<file path="src/rtl/pdiag_pkg.sv">
// package of register map, field layout and reset values for the phy diagnostic and indicator registers
package pdiag_pkg;
  localparam int unsigned ADDR_W = 5;
  localparam int unsigned DATA_W = 16;
  localparam logic [ADDR_W-1:0] OFF_DIAG = 5'h12;
  localparam logic [ADDR_W-1:0] OFF_GAIN = 5'h13;
  localparam logic [ADDR_W-1:0] OFF_IND = 5'h17;
  localparam logic [ADDR_W-1:0] OFF_XOVER = 5'h18;
  localparam int unsigned BIT_NEG_FAIL = 12;
  localparam int unsigned BIT_FULL_RESOLVED_FULL_DUPLEX = 11;
  localparam int unsigned BIT_RATE_100 = 10;
  localparam int unsigned BIT_RX_DET = 9;
  localparam int unsigned BIT_RX_LOCK = 8;
  localparam int unsigned IND_B_LSB = 4;
  localparam int unsigned IND_A_LSB = 0;
  localparam int unsigned IND_W = 4;
  localparam int unsigned GAIN_LSB = 14;
  localparam int unsigned GAIN_W = 2;
  localparam logic [DATA_W-1:0] RST_DIAG = 16'h0000;
  localparam logic [DATA_W-1:0] RST_GAIN = 16'h4000;
  localparam logic [DATA_W-1:0] RST_IND = 16'h0010;
  localparam logic [DATA_W-1:0] RST_XOVER = 16'h00c0;
  localparam logic [IND_W-1:0] SRC_LINK_OK = 4'h0;
  localparam logic [IND_W-1:0] SRC_ACTIVITY = 4'h1;
  localparam logic [IND_W-1:0] SRC_MODE_100 = 4'h5;
  localparam logic [IND_W-1:0] SRC_MODE_10 = 4'h6;
  localparam logic [IND_W-1:0] SRC_FULL_RESOLVED_FULL_DUPLEX = 4'h7;
  localparam logic [IND_W-1:0] SRC_LINK_BLINK = 4'h8;
  // activity stretch / blink period: 50 ms at 20 MHz
  localparam int unsigned CLK_HZ = 20000000;
  localparam int unsigned BLINK_MS = 50;
  localparam int unsigned BLINK_CYC = CLK_HZ / 1000 * BLINK_MS;
endpackage

</file>
<file path="src/rtl/pdiag_indicator.sv">
// one indicator output: selects its source by code and stretches activity into a visible blink
`timescale 1ns/100ps
module pdiag_indicator #(
  parameter int unsigned BLINK_CYCLES = pdiag_pkg::BLINK_CYC
) (
  input wire logic clk_sys,
  input wire logic arst_n,
  input wire logic [pdiag_pkg::IND_W-1:0] source_sel,
  input wire logic link_ok,
  input wire logic activity,
  input wire logic speed_100,
  input wire logic full_duplex,
  output logic indicator_q
);
  import pdiag_pkg::*;
  logic [31:0] stretch_q;
  logic blink_q;
  logic indicator_d;

  // activity starts a stretch window only when none is running; the blink phase flips once per window and is kept
  // across back-to-back windows, so steady traffic gives a visible on/off rhythm
  always_ff @(posedge clk_sys or negedge arst_n) begin
    if (!arst_n) begin
      stretch_q <= 32'h0;
    end else if (activity && stretch_q == 32'h0) begin
      stretch_q <= 32'(BLINK_CYCLES);
    end else if (stretch_q != 32'h0) begin
      stretch_q <= stretch_q - 32'h1;
    end
  end

  always_ff @(posedge clk_sys or negedge arst_n) begin
    if (!arst_n) begin
      blink_q <= 1'b0;
    end else if (stretch_q == 32'h1) begin
      blink_q <= ~blink_q;
    end else if (stretch_q == 32'h0 && !activity) begin
      blink_q <= 1'b0;
    end
  end

  always_comb begin
    unique case (source_sel)
      SRC_LINK_OK: indicator_d = link_ok;
      SRC_ACTIVITY: indicator_d = stretch_q != 32'h0;
      SRC_MODE_100: indicator_d = link_ok && speed_100;
      SRC_MODE_10: indicator_d = link_ok && !speed_100;
      SRC_FULL_RESOLVED_FULL_DUPLEX: indicator_d = full_duplex;
      SRC_LINK_BLINK: indicator_d = link_ok && !blink_q;
      // reserved and undefined codes leave the indicator off
      default: indicator_d = 1'b0;
    endcase
  end

  always_ff @(posedge clk_sys or negedge arst_n) begin
    if (!arst_n) begin
      indicator_q <= 1'b0;
    end else begin
      indicator_q <= indicator_d;
    end
  end
endmodule

</file>
<file path="src/rtl/pdiag_regs.sv">
// phy negotiation diagnostic, transceiver gain, indicator source and crossover control registers
// How it works
// negotiation failure sets bit 12, held until the diagnostic register is read.
// bit 11 reads one for resolved full duplex, zero for half.
// bit 10 reads one for resolved 100 Mb/s, zero for 10 Mb/s.
// bit 9 reads one when receive signal or Manchester data is detected.
// bit 8 reads one while the receive PLL is locked.
// diagnostic bits 15:13 and 7:0 read zero; register resets to zero.
// indicator config bits 7:4 select second indicator source, reset 0x1.
// indicator config bits 3:0 select first indicator source, reset 0x0.
// codes 5,6,7,8 show 100M, 10M, full duplex, link blink; 2-4 reserved.
// transceiver gain register resets to 0x4000; bits 13:0 read zero.
// crossover control register is writable and resets to 0x00c0.
// a failure arriving during a diagnostic read keeps the flag set.
`timescale 1ns/100ps
module pdiag_regs #(
  parameter int unsigned BLINK_CYCLES = pdiag_pkg::BLINK_CYC
) (
  input wire logic clk_sys,
  input wire logic arst_n,
  input wire logic [pdiag_pkg::ADDR_W-1:0] reg_addr,
  input wire logic [pdiag_pkg::DATA_W-1:0] reg_wdata,
  input wire logic reg_wr,
  input wire logic reg_rd,
  output logic [pdiag_pkg::DATA_W-1:0] reg_rdata,
  input wire logic neg_fail_event,
  input wire logic neg_full_duplex,
  input wire logic neg_speed_100,
  input wire logic rx_signal_detect,
  input wire logic rx_pll_locked,
  input wire logic link_ok,
  input wire logic link_activity,
  output logic indicator_a,
  output logic indicator_b,
  output logic [pdiag_pkg::GAIN_W-1:0] tx_gain,
  output logic [pdiag_pkg::DATA_W-1:0] crossover_ctrl
);
  import pdiag_pkg::*;

  logic negotiation_failed_flag_q;
  logic resolved_full_duplex_q;
  logic rate_100_q;
  logic receive_signal_detected_q;
  logic rx_lock_q;
  logic [IND_W-1:0] indicator_a_source_q;
  logic [IND_W-1:0] indicator_b_source_q;
  logic [GAIN_W-1:0] gain_q;
  logic [DATA_W-1:0] xover_q;
  logic [DATA_W-1:0] rdata_d;
  logic diag_rd;
  logic [IND_W-1:0] ind_sel [2];
  logic ind_out [2];

  assign diag_rd = reg_rd && reg_addr == OFF_DIAG;

  // set wins over the read-clear so a failure in the read cycle is kept
  always_ff @(posedge clk_sys or negedge arst_n) begin
    if (!arst_n) begin
      negotiation_failed_flag_q <= RST_DIAG[BIT_NEG_FAIL];
    end else if (neg_fail_event) begin
      negotiation_failed_flag_q <= 1'b1;
    end else if (diag_rd) begin
      negotiation_failed_flag_q <= 1'b0;
    end
  end

  // live status bits registered once so read data come from flip-flops
  always_ff @(posedge clk_sys or negedge arst_n) begin
    if (!arst_n) begin
      resolved_full_duplex_q <= RST_DIAG[BIT_FULL_RESOLVED_FULL_DUPLEX];
      rate_100_q <= RST_DIAG[BIT_RATE_100];
      receive_signal_detected_q <= RST_DIAG[BIT_RX_DET];
      rx_lock_q <= RST_DIAG[BIT_RX_LOCK];
    end else begin
      resolved_full_duplex_q <= neg_full_duplex;
      rate_100_q <= neg_speed_100;
      receive_signal_detected_q <= rx_signal_detect;
      rx_lock_q <= rx_pll_locked;
    end
  end

  always_ff @(posedge clk_sys or negedge arst_n) begin
    if (!arst_n) begin
      indicator_b_source_q <= RST_IND[IND_B_LSB +: IND_W];
      indicator_a_source_q <= RST_IND[IND_A_LSB +: IND_W];
    end else if (reg_wr && reg_addr == OFF_IND) begin
      indicator_b_source_q <= reg_wdata[IND_B_LSB +: IND_W];
      indicator_a_source_q <= reg_wdata[IND_A_LSB +: IND_W];
    end
  end

  always_ff @(posedge clk_sys or negedge arst_n) begin
    if (!arst_n) begin
      gain_q <= RST_GAIN[GAIN_LSB +: GAIN_W];
    end else if (reg_wr && reg_addr == OFF_GAIN) begin
      gain_q <= reg_wdata[GAIN_LSB +: GAIN_W];
    end
  end

  always_ff @(posedge clk_sys or negedge arst_n) begin
    if (!arst_n) begin
      xover_q <= RST_XOVER;
    end else if (reg_wr && reg_addr == OFF_XOVER) begin
      xover_q <= reg_wdata;
    end
  end

  always_comb begin
    rdata_d = '0;
    unique case (reg_addr)
      OFF_DIAG: begin
        // bits 15:13 and 7:0 stay zero
        rdata_d[BIT_NEG_FAIL] = negotiation_failed_flag_q;
        rdata_d[BIT_FULL_RESOLVED_FULL_DUPLEX] = resolved_full_duplex_q;
        rdata_d[BIT_RATE_100] = rate_100_q;
        rdata_d[BIT_RX_DET] = receive_signal_detected_q;
        rdata_d[BIT_RX_LOCK] = rx_lock_q;
      end
      OFF_GAIN: rdata_d[GAIN_LSB +: GAIN_W] = gain_q;
      OFF_IND: begin
        rdata_d[IND_B_LSB +: IND_W] = indicator_b_source_q;
        rdata_d[IND_A_LSB +: IND_W] = indicator_a_source_q;
      end
      OFF_XOVER: rdata_d = xover_q;
      default: rdata_d = '0;
    endcase
  end

  // read data stand only in the cycle after the strobe
  always_ff @(posedge clk_sys or negedge arst_n) begin
    if (!arst_n) begin
      reg_rdata <= '0;
    end else if (reg_rd) begin
      reg_rdata <= rdata_d;
    end else begin
      reg_rdata <= '0;
    end
  end

  always_ff @(posedge clk_sys or negedge arst_n) begin
    if (!arst_n) begin
      tx_gain <= RST_GAIN[GAIN_LSB +: GAIN_W];
      crossover_ctrl <= RST_XOVER;
    end else begin
      tx_gain <= gain_q;
      crossover_ctrl <= xover_q;
    end
  end

  // index 0 drives the first indicator, index 1 the second
  assign ind_sel[0] = indicator_a_source_q;
  assign ind_sel[1] = indicator_b_source_q;

  for (genvar i = 0; i < 2; i++) begin : g_ind
    pdiag_indicator #(
      .BLINK_CYCLES(BLINK_CYCLES)
    ) u_ind (
      .clk_sys(clk_sys),
      .arst_n(arst_n),
      .source_sel(ind_sel[i]),
      .link_ok(link_ok),
      .activity(link_activity),
      .speed_100(rate_100_q),
      .full_duplex(resolved_full_duplex_q),
      .indicator_q(ind_out[i])
    );
  end

  assign indicator_a = ind_out[0];
  assign indicator_b = ind_out[1];
endmodule

</file>
<file path="config.mk">
export PLATFORM = sky130hd
export DESIGN_NAME = pdiag_regs
export DESIGN_NICKNAME = d
export VERILOG_FILES = /design/src/rtl/pdiag_pkg.sv /design/src/rtl/pdiag_indicator.sv /design/src/rtl/pdiag_regs.sv
export SDC_FILE = /design/constraint.sdc
export NUM_CORES = 1
export LEC_CHECK = 0
export BUFFER_PORTS_ARGS = -buffer_cell sky130_fd_sc_hd__buf_2
export CORE_MARGIN = 4
export CORE_UTILIZATION = 50
export CTS_CLUSTER_DIAMETER = 40
export CTS_CLUSTER_SIZE = 16
export DETAILED_ROUTE_END_ITERATION = 12
export HOLD_SLACK_MARGIN = 0.03
export PLACE_DENSITY = 0.7
export SYNTH_ARGS = -nofsm -noshare
export SYNTH_HDL_FRONTEND = slang
export SYNTH_SLANG_ARGS = --single-unit
</file>
<file path="constraint.sdc">
create_clock -name clk_sys -period 3.4 [get_ports clk_sys]
set_clock_uncertainty 0.2 [all_clocks]
set_input_delay 0.51 -clock clk_sys [delete_from_list [all_inputs] [get_ports clk_sys]]
set_output_delay 0.51 -clock clk_sys [all_outputs]
set_load 0.03 [all_outputs]
</file>
==> run metrics, run 1 <==
maximum clock insertion buffer count 2; RSZ-0062 raised after global routing no; Max VDD drop 0.000458 V; area occupied by multi-input gates 0.00225 mm²; Post-synth ARST share 1.00; Hold Crit Class in -> reg; vias per inst 5.66; Reg power frac 0.427; Lkg Pwr 0.00339 µW; CP Launch Type register; Routed WL 12000 µm; Worst Reg-to-Reg Cells 8; WL/cell 16.9 µm; CP Capture Type register; critical path's top delay family simple AND/OR/NAND/NOR gates; WP buf/inv 2; core area 0.0110 mm²; Worst-path clk slew 0.06 ns; DP Wirelength between 8000 and 9000 µm; CTS tree done; Iteration-0 DRC Markers 234; Tot GR Track Use 0.192; Rel. slew slack 0.510; f_max 0.353 GHz; routed via count 4030; Post-Syn Nets 507; largest net degree at the start of global routing 52; hold path start neg_fail_event; initial antenna violation count 0; DRC viols 0; final core utilization 0.632; register area share after synthesis 0.588; num ports 68; Root Buffer clkbuf_16; RR Endpoint g_ind[0].u_ind.stretch_q[15]$_DFFE_PN0P_; Top FF cell, synth dfrtp_1; Std-Cell Rows 38; Die Span X 115 µm; dpl ws 0.585 ns; Area Growth Syn to Fin 22.2%; Final WS setup 0.564 ns; Yosys top cell by area dfrtp_1; Num CTS Buffers 17; Post-synth EDFFs 0; cts hold-fix bufs 5; commonest non-fill, non-tap cell in the layout dfrtp_1; fraction of layout cells with a size suffix above 1 0.274; r2r startpoint g_ind[0].u_ind.stretch_q[1]$_DFFE_PN0P_; number of global-route vias before repair 4014; chip height roughly 110 µm; gr ovfl total 0; Worst Max-Slew Pin Slew 0.728 ns; Max-cap violations 0; TritonRoute pass-1 iters 4; Power Internal between 3000 and 4000 µW; CP max stage cell or4b_2; Initial Util 0.517; number of distinct library cells after synthesis between 50 and 60; worst skew pair latency 0.41 ns; crit path max fanout 26; crit share post-route 0.834; Mapped Cells 471; postcts setup bufs 0; Detail Route Antenna Nets 0; most frequent cells in the layout dfrtp_1, buf_2, xor2_1; antenna diode count 0; Post-Syn Area per Cell 12.1 µm²; top cell type's share of synthesized area 0.555; Seq. cell area between 0.003 and 0.004 mm²; Final Hold Viols 0; CP arrival 2.91 ns; Hold WS 0.115 ns; Gate power share 0.081; CP Class reg -> reg; R2R Setup Slk 0.56 ns; hold path depth 2; Synth Register Bits 133; H-tree lvl count 4; P per Cell Area just over 600 mW/mm²; # setup viols final 0; synthesized cell area approximately 0.0057 mm²; Worst path max stage delay 0.63 ns; Clock Sinks about 130; Psw approximately 960 µW; Sw Share 0.228; CP Data Required Time between 3 and 4 ns; Max Transition Viols Final 0; Post-Route Setup TNS 0 ns; fin crit period 2.84 ns; die area 0.0131 mm²; Worst Hold Path EP negotiation_failed_flag_q$_DFFE_PN0P_; status complete, no violations; Filler cells 838; GP Congestion 0.845; Clk pwr share 0.492; post-cts repair resize count 0; Final Net Count about 600; IO buf count 67; total power 4220 µW; synth top area cells dfrtp_1, xor2_1, mux2_2, dfstp_2, nor4_1; global-route wire length before repair 19900 µm; Cell Chain, Critical Path inv_1, ha_1, or4b_2, or4_1, nor3_4, buf_4, nor4b_1, xor2_1; yosys warns 0
## Yosys cell counts, drive strengths merged, types with 6 or more instances
| cell type | number |
|---|---|
| or4 | 10 |
| a22o | 13 |
| a21oi | 7 |
| inv | 7 |
| nor4 | 25 |
| nor2 | 22 |
| xor2 | 35 |
| clkbuf | 9 |
| dfrtp | 126 |
| o21ai | 15 |
| xnor2 | 6 |
| nand3 | 12 |
| o31ai | 7 |
| nor3 | 29 |
| dfstp | 7 |
| mux2 | 27 |
| nand2 | 26 |
| or3 | 17 |
## cell type report
type / count / area share
clock buffer: 19 / 0.0653
timing repair buffer: 81 / 0.0674
multi-input combinational: 318 / 0.324
clock inverter: 13 / 0.0328
sequential: 133 / 0.481
inverter: 8 / 0.00433
tap: 140 / 0.0252
## worst max path at each step
| stage | from | endpoint | slack, ns | cells past startpoint |
|---|---|---|---|---|
| 2_1_floorplan | g_ind[0].u_ind.stretch_q[0]$_DFFE_PN0P_ | g_ind[0].u_ind.indicator_q$_DFF_PN0_ | 0.73 | 8 |
| 3_3_place_gp | g_ind[0].u_ind.stretch_q[0]$_DFFE_PN0P_ | g_ind[0].u_ind.stretch_q[27]$_DFFE_PN0P_ | 0.67 | 8 |
| 3_5_place_dp | g_ind[0].u_ind.stretch_q[0]$_DFFE_PN0P_ | g_ind[0].u_ind.stretch_q[13]$_DFFE_PN0P_ | 0.59 | 8 |
| 4_1_cts | g_ind[0].u_ind.stretch_q[0]$_DFFE_PN0P_ | g_ind[0].u_ind.stretch_q[13]$_DFFE_PN0P_ | 0.56 | 8 |
| 5_1_grt | g_ind[0].u_ind.stretch_q[0]$_DFFE_PN0P_ | g_ind[0].u_ind.stretch_q[29]$_DFFE_PN0P_ | 0.38 | 8 |
| 6_report | g_ind[0].u_ind.stretch_q[1]$_DFFE_PN0P_ | g_ind[0].u_ind.stretch_q[15]$_DFFE_PN0P_ | 0.56 | 8 |
## registers in the layout, summed over array words and instances (netlist names)
signal and flops:
g_ind.u_ind.stretch_q 64, crossover_ctrl 16, reg_rdata 16, xover_q 16, indicator_a_source_q 4, indicator_b_source_q 4, g_ind.u_ind.blink_q 2, g_ind.u_ind.indicator_q 2
gain_q 2, tx_gain 2, negotiation_failed_flag_q 1, rate_100_q 1, receive_signal_detected_q 1, resolved_full_duplex_q 1, rx_lock_q 1
## power groups by stage
stage / Clock, µW / Sequential, µW / Combinational, µW
after global placement: 0 / 1820 / 331
after detailed placement: 0 / 1830 / 339
after CTS: 2100 / 1800 / 346
after floorplan: 0 / 1910 / 105
final: 2080 / 1800 / 340
after global routing: 2180 / 1820 / 368
## per-layer routing
| metal | up-vias | global-route usage | wire, µm |
|---|---|---|---|
| li1 | 1921 | - | - |
| met1 | 2017 | 0.264 | 5490 |
| met2 | 82 | 0.307 | 5960 |
| met3 | 10 | 0.0412 | 485 |
| met4 | 0 | 0.0625 | 110 |
| met5 | - | 0 | 0 |
## metrics by stage
step                cell area (µm²)  instances
CTS                            6940        712
finish                         6940        712
detailed placement             6210        675
global route                   6940        712
global placement               6210        675
floorplan                      5680        471
## logic make-up after synthesis
kind of cell,count (synthesis),share of synthesized area
flops,133,0.588
simple gates,177,0.182
buf+inv,20,0.0161
compound gates,64,0.0798
mux,32,0.0624
xor+xnor,41,0.0632
fa+ha+maj,4,0.00881
No activity file was read; power rests on OpenSTA's default activity.
==> inputs of run 2 (changes only) <==
Settings changed: PLACE_DENSITY 0.7 to 0.73.
Clock period 3.4 ns to 2.6 ns, I/O delays scaled along.
==> run 2 against run 1 <==
Against the previous run: sequential power is 31% higher; clock-buffer cell count down 1; critical path depth is 1 lower; via count is 9.5% higher; first-iteration DRC count up 23%; global-route usage grew 1.3 points; setup slack worse by 0.56 ns; sequential share of layout area fell by 3.2 points; clock power rose by 28%; total power is 30% higher; largest cell class unchanged.
==> run metrics, run 2 (synthesis gave the netlist of run 1 again) <==
status complete, no violations (unchanged); IO buf count 67 (unchanged); most frequent cells in the layout dfrtp_1, buf_2, xor2_1, buf_4, mux2_2 (was dfrtp_1, buf_2, xor2_1); Area Growth Syn to Fin 30.9% (was 22.2%); Hold WS 0.0359 ns (was 0.115 ns); Hold Crit Class in -> reg (unchanged); fin crit period 2.59 ns (was 2.84 ns); num ports 68 (unchanged); Max VDD drop 0.000787 V (was 0.000458 V); number of flip-flops in the largest register 64 (unchanged); commonest non-fill, non-tap cell in the layout dfrtp_1 (unchanged); Worst path max stage delay 0.61 ns (was 0.63 ns); CP max stage cell or4_1 (was or4b_2); crit share post-route 0.997 (was 0.834); placed instance count 700 (was 675); Worst Max-Slew Pin Slew 0.596 ns (was 0.728 ns); worst skew pair latency 0.42 ns (was 0.41 ns); placed cell areas 0.00643 mm² (was 0.00621 mm²); largest net degree at the start of global routing 49 (was 52); Max Transition Viols Final 0 (unchanged); # setup viols final 0 (unchanged); crit path max fanout 6 (was 26); CP arrival 2.66 ns (was 2.91 ns); Num CTS Buffers 17 (unchanged); Die Span X 115 µm (unchanged); vias per inst 5.83 (was 5.66); f_max 0.386 GHz (was 0.353 GHz); fraction of layout cells with a size suffix above 1 0.328 (was 0.274); Lkg Pwr 0.00362 µW (was 0.00339 µW); number of global-route vias before repair 4372 (was 4014); Clock Sinks 133 (unchanged); TritonRoute pass-1 iters 7 (was 4); WL/cell 18.1 µm (was 16.9 µm); die area 0.0131 mm² (unchanged); core area 0.0110 mm² (unchanged); Std-Cell Rows 38 (unchanged); initial antenna violation count 0 (unchanged); chip height 115 µm (unchanged); Most common cell on crit path buf_12; CP Class reg -> reg (unchanged); Iteration-0 DRC Markers 288 (was 234); DP Wirelength 8320 µm (was 8270 µm); total power 5500 µW (was 4220 µW); maximum clock insertion buffer count 2 (unchanged); global-route wire length before repair 21100 µm (was 19900 µm); DRC viols 0 (unchanged); Final Instance Count excl. Fillers 757 (was 712); Tot GR Track Use 0.206 (was 0.192); Final Hold Viols 0 (unchanged); Rel. slew slack 0.603 (was 0.510); Routed WL 13700 µm (was 12000 µm); Max-cap violations 0 (unchanged); CTS tree done (unchanged); Biggest register g_ind.u_ind.stretch_q (unchanged); CP Launch Type register (unchanged); GP Congestion 0.834 (was 0.845); CP Capture Type register (unchanged); Worst-path clk slew 0.06 ns (about the same); Cell Chain, Critical Path or4_1, or4_4, nor3_4, buf_12, buf_12, nor4b_1, xor2_1 (was inv_1, ha_1, or4b_2, or4_1, nor3_4, buf_4, nor4b_1, xor2_1); P per Cell Area 740 mW/mm² (was 608 mW/mm²); H-tree lvl count 4 (unchanged); final instance area 0.00743 mm² (was 0.00694 mm²); Final Net Count 639 (was 595); gr ovfl total 0 (unchanged); Root Buffer clkbuf_16 (unchanged); final core utilization 0.677 (was 0.632); routed via count 4414 (was 4030); Filler cells 759 (was 838); CP Data Required Time 2.67 ns (was 3.47 ns); Initial Util 0.517 (unchanged); Detail Route Antenna Nets 0 (unchanged)
run 2: report_power, final:
group	leakage (µW)	internal (µW)	total [µW]	switching (µW)
Clock	0.000321	1740	2660	920
Sequential	0.00169	2240	2360	118
Combinational	0.00162	189	478	289
run 2: metrics by stage:
| step | worst slack, ns | setup TNS (ns) |
|---|---|---|
| final | 0.00669 | 0 |
| after global routing | -0.0462 | -0.502 |
| after CTS | 0.0134 | 0 |
| after detailed placement | 0.0404 | 0 |
| after global placement | 0.0747 | 0 |
| after floorplan | 0.0185 | 0 |
run 2: cell type report:
class	instances	area [µm²]	area share
Inverter	8	30.0	0.00404
Clock buffer	18	439	0.0591
Multi-Input combinational cell	318	2320	0.312
Timing Repair Buffer	125	905	0.122
Tap cell	140	175	0.0236
Clock inverter	14	224	0.0301
Antenna cell	1	2.50	0.000337
Sequential cell	133	3340	0.449
run 2: per-layer routing:
| layer | track usage | share of wire |
|---|---|---|
| met1 | 0.256 | 0.40 |
| met2 | 0.348 | 0.52 |
| met3 | 0.0539 | 0.061 |
| met4 | 0.0728 | 0.020 |
| met5 | 0 | 0 |
run 2: final timing paths:
path	from	cells after the start	slack, ns	end
worst min register to register	xover_q[7]$_DFFE_PN1P_	0	0.17	crossover_ctrl[7]$_DFF_PN1_
min in group asynchronous	arst_n	2	0.31	g_ind[0].u_ind.stretch_q[9]$_DFFE_PN0P_
worst max register to register	g_ind[0].u_ind.stretch_q[15]$_DFFE_PN0P_	7	0.007	g_ind[0].u_ind.stretch_q[15]$_DFFE_PN0P_
worst max-delay path	g_ind[0].u_ind.stretch_q[15]$_DFFE_PN0P_	7	0.007	g_ind[0].u_ind.stretch_q[15]$_DFFE_PN0P_
worst min-delay path	reg_wdata[4]	2	0.04	indicator_b_source_q[0]$_DFFE_PN1P_
max in group asynchronous	arst_n	3	1.16	xover_q[7]$_DFFE_PN1P_
run 2: worst max-delay path, delay by kind of cell (launching register included):
family	cells	cell delay, ns
buffers and inverters	2	0.27
XOR/XNOR	1	0.16
flip-flops	1	0.37
AND/OR/NAND/NOR	4	1.43
run 2: timing repair:
action                                  4_1_cts  5_1_grt
resized for setup                             0       14
hold buffers                                 17        0
buffers inserted                              0        4
endpoints found under the setup margin        0       33
endpoints found under the hold margin        63        0
==> inputs of run 3 (changes only) <==
Settings changed: BUFFER_PORTS_ARGS -buffer_cell sky130_fd_sc_hd__buf_2 to not set, DONT_BUFFER_PORTS set to 1, PLACE_DENSITY 0.73 to 0.68.
==> run 3 against run 2 <==
Against the previous run: the flow now finishes with violations (negative hold slack); sequential share of layout area increased by 3.2 points; via count decreased by 10%; critical path depth increased by 1; final area decreased by 6.6%; clock power decreased by 7.5%; sequential power increased by 6%; global-route usage decreased by 1.3 points; worst hold slack got worse by 0.56 ns; register-to-register slack improved by 0.06 ns; routed wire length decreased by 12%; critical path type unchanged.
==> run metrics, run 3 (synthesis gave the netlist of run 1 again) <==
Root Buffer clkbuf_16 (unchanged); Post-Route Setup TNS 0 ns (unchanged); r2r startpoint g_ind[0].u_ind.stretch_q[1]$_DFFE_PN0P_ (was g_ind[0].u_ind.stretch_q[15]$_DFFE_PN0P_); Lkg Pwr 0.00326 µW (was 0.00362 µW); Hold Crit Class in -> async (was in -> reg); antenna diode count 0 (was 1); CTS tree done (unchanged); CP arrival 2.61 ns (was 2.66 ns); global-route wire length before repair 19800 µm (was 21100 µm); largest net degree at the start of global routing 134 (was 49); Final Net Count 568 (was 639); Num CTS Buffers 17 (unchanged); maximum clock insertion buffer count 2 (unchanged); die area 0.0131 mm² (unchanged); number of flip-flops in the largest register 64 (unchanged); TritonRoute pass-1 iters 4 (was 7); Filler cells 812 (was 759); status finished with violations (was complete, no violations); DRC viols 0 (unchanged); P per Cell Area 744 mW/mm² (was 740 mW/mm²); Die Span X 115 µm (unchanged); Max VDD drop 0.000558 V (was 0.000787 V); core area 0.0110 mm² (unchanged); worst skew pair latency 0.41 ns (was 0.42 ns); Biggest register g_ind.u_ind.stretch_q (unchanged); RSZ-0062 raised after global routing yes; CP max stage cell or4b_4 (was or4_1); fraction of layout cells with a size suffix above 1 0.224 (was 0.328); RR Endpoint g_ind[0].u_ind.stretch_q[22]$_DFFE_PN0P_ (was g_ind[0].u_ind.stretch_q[15]$_DFFE_PN0P_); initial antenna violation count 0 (unchanged); Max-cap violations 0 (unchanged); Std-Cell Rows 38 (unchanged); Routed WL 12000 µm (was 13700 µm); Detail Route Antenna Nets 0 (unchanged); crit path max fanout 22 (was 6); Area Growth Syn to Fin 22.2% (was 30.9%); CP Capture Type register (unchanged); DP Wirelength 7910 µm (was 8320 µm); R2R Setup Slk 0.06 ns (was 0.007 ns); WL/cell 17.5 µm (was 18.1 µm); GP Congestion 0.842 (was 0.834); Tot GR Track Use 0.193 (was 0.206); failing checks negative hold slack; Max Transition Viols Final 0 (unchanged); Clock Sinks 133 (unchanged); Worst Reg-to-Reg Cells 8 (was 7); chip height 115 µm (unchanged); commonest non-fill, non-tap cell in the layout dfrtp_1 (unchanged); cts hold-fix bufs 23 (was 17); critical path depth in cells 8 (was 7); Worst-path clk slew 0.06 ns (about the same); routed via count 3956 (was 4414); Worst path max stage delay 0.48 ns (was 0.61 ns); CP Data Required Time 2.67 ns (about the same); CP startpoint g_ind[0].u_ind.stretch_q[1]$_DFFE_PN0P_ (was g_ind[0].u_ind.stretch_q[15]$_DFFE_PN0P_); placed instance count 629 (was 700); # setup viols final 0 (unchanged); CP Class reg -> reg (unchanged); vias per inst 5.78 (was 5.83); CP Launch Type register (unchanged); number of global-route vias before repair 4036 (was 4372); critical path's top delay family simple AND/OR/NAND/NOR gates (unchanged); Initial Util 0.517 (unchanged); Final Instance Count excl. Fillers 685 (was 757); H-tree lvl count 4 (unchanged); most frequent cells in the layout dfrtp_1, xor2_1, buf_4 (was dfrtp_1, buf_2, xor2_1, buf_4, mux2_2); Cell Chain, Critical Path inv_2, ha_1, or4b_4, or4_4, nor3_4, buf_12, nor4_1, xor2_1 (was or4_1, or4_4, nor3_4, buf_12, buf_12, nor4b_1, xor2_1); Hold WS -0.528 ns (was 0.0359 ns); num ports 68 (unchanged); Final Hold Viols 133 (was 0); gr ovfl total 0 (unchanged); IO buf count 0 (was 67); Iteration-0 DRC Markers 310 (was 288); Rel. slew slack 0.545 (was 0.603); WP buf/inv 2 (unchanged); Worst Max-Slew Pin Slew 0.682 ns (was 0.596 ns); f_max 0.394 GHz (was 0.386 GHz); crit share post-route 0.975 (was 0.997); fin crit period 2.54 ns (was 2.59 ns); critical path endpoint g_ind[0].u_ind.stretch_q[22]$_DFFE_PN0P_ (was g_ind[0].u_ind.stretch_q[15]$_DFFE_PN0P_)
## run 3: cell types whose count changed in the layout (fill, tap and decap cells not counted), sizes merged, moves of 2 or more
cell         before  now
inv               9   12
dlygate4sd3      17   23
buf             106   31
bufinv            5    3
## run 3: how the worst min path moves through the flow
| stage | startpoint | endpoint | slack [ns] | cells past startpoint |
|---|---|---|---|---|
| 6_report | arst_n | g_ind[1].u_ind.stretch_q[13]$_DFFE_PN0P_ | -0.53 | 0 |
| 2_1_floorplan | arst_n | crossover_ctrl[0]$_DFF_PN0_ | -0.11 | 0 |
| 3_3_place_gp | arst_n | g_ind[1].u_ind.stretch_q[21]$_DFFE_PN0P_ | -0.1 | 0 |
| 4_1_cts | arst_n | g_ind[1].u_ind.stretch_q[31]$_DFFE_PN0P_ | -0.54 | 0 |
| 3_5_place_dp | arst_n | g_ind[1].u_ind.stretch_q[20]$_DFFE_PN0P_ | -0.1 | 0 |
| 5_1_grt | arst_n | g_ind[1].u_ind.stretch_q[19]$_DFFE_PN0P_ | -0.55 | 0 |
## run 3: area by class of cell
type | instances | area, µm² | share of cell area
sequential | 133 | 3340 | 0.481
multi-input combinational | 318 | 2310 | 0.333
timing repair buffer | 54 | 475 | 0.0685
clock buffer | 19 | 443 | 0.0638
tap | 140 | 175 | 0.0252
clock inverter | 13 | 170 | 0.0245
inverter | 8 | 30.0 | 0.00433
## run 3: routing by layer
layer	up-vias	share of wire	global-route usage
li1	1880	-	-
met1	1979	0.44	0.241
met2	81	0.51	0.317
met3	16	0.041	0.0613
met4	0	0.013	0.0681
met5	-	0	0
## run 3: metrics by stage
stage | instance area, µm² | power, µW | setup slack, ns | utilization | hold WS [ns]
after floorplan | 5690 | 2630 | 0.0185 | - | -0.106
after global placement | 6040 | 2690 | -0.0144 | 0.550 | -0.0991
final | 6940 | 5160 | 0.0647 | 0.632 | -0.528
after CTS | 6890 | 5210 | 0.0277 | 0.627 | -0.539
after detailed placement | 6040 | 2700 | -0.0529 | 0.550 | -0.0987
after global routing | 6940 | 5340 | -0.0354 | 0.632 | -0.548
## run 3: where the power goes
part,switching [µW],internal [µW],leakage [µW]
logic,76.7,129,0.00127
registers,258,2240,0.00169
clock network,906,1550,0.000303
total,1240,3920,0.00326
## run 3: what timing repair did
item | in CTS | in global routing
endpoints found under the setup margin | 4 | 26
setup buffers | 0 | 1
pin swaps | 0 | 1
endpoints found under the hold margin | 172 | 133
resized for setup | 2 | 9
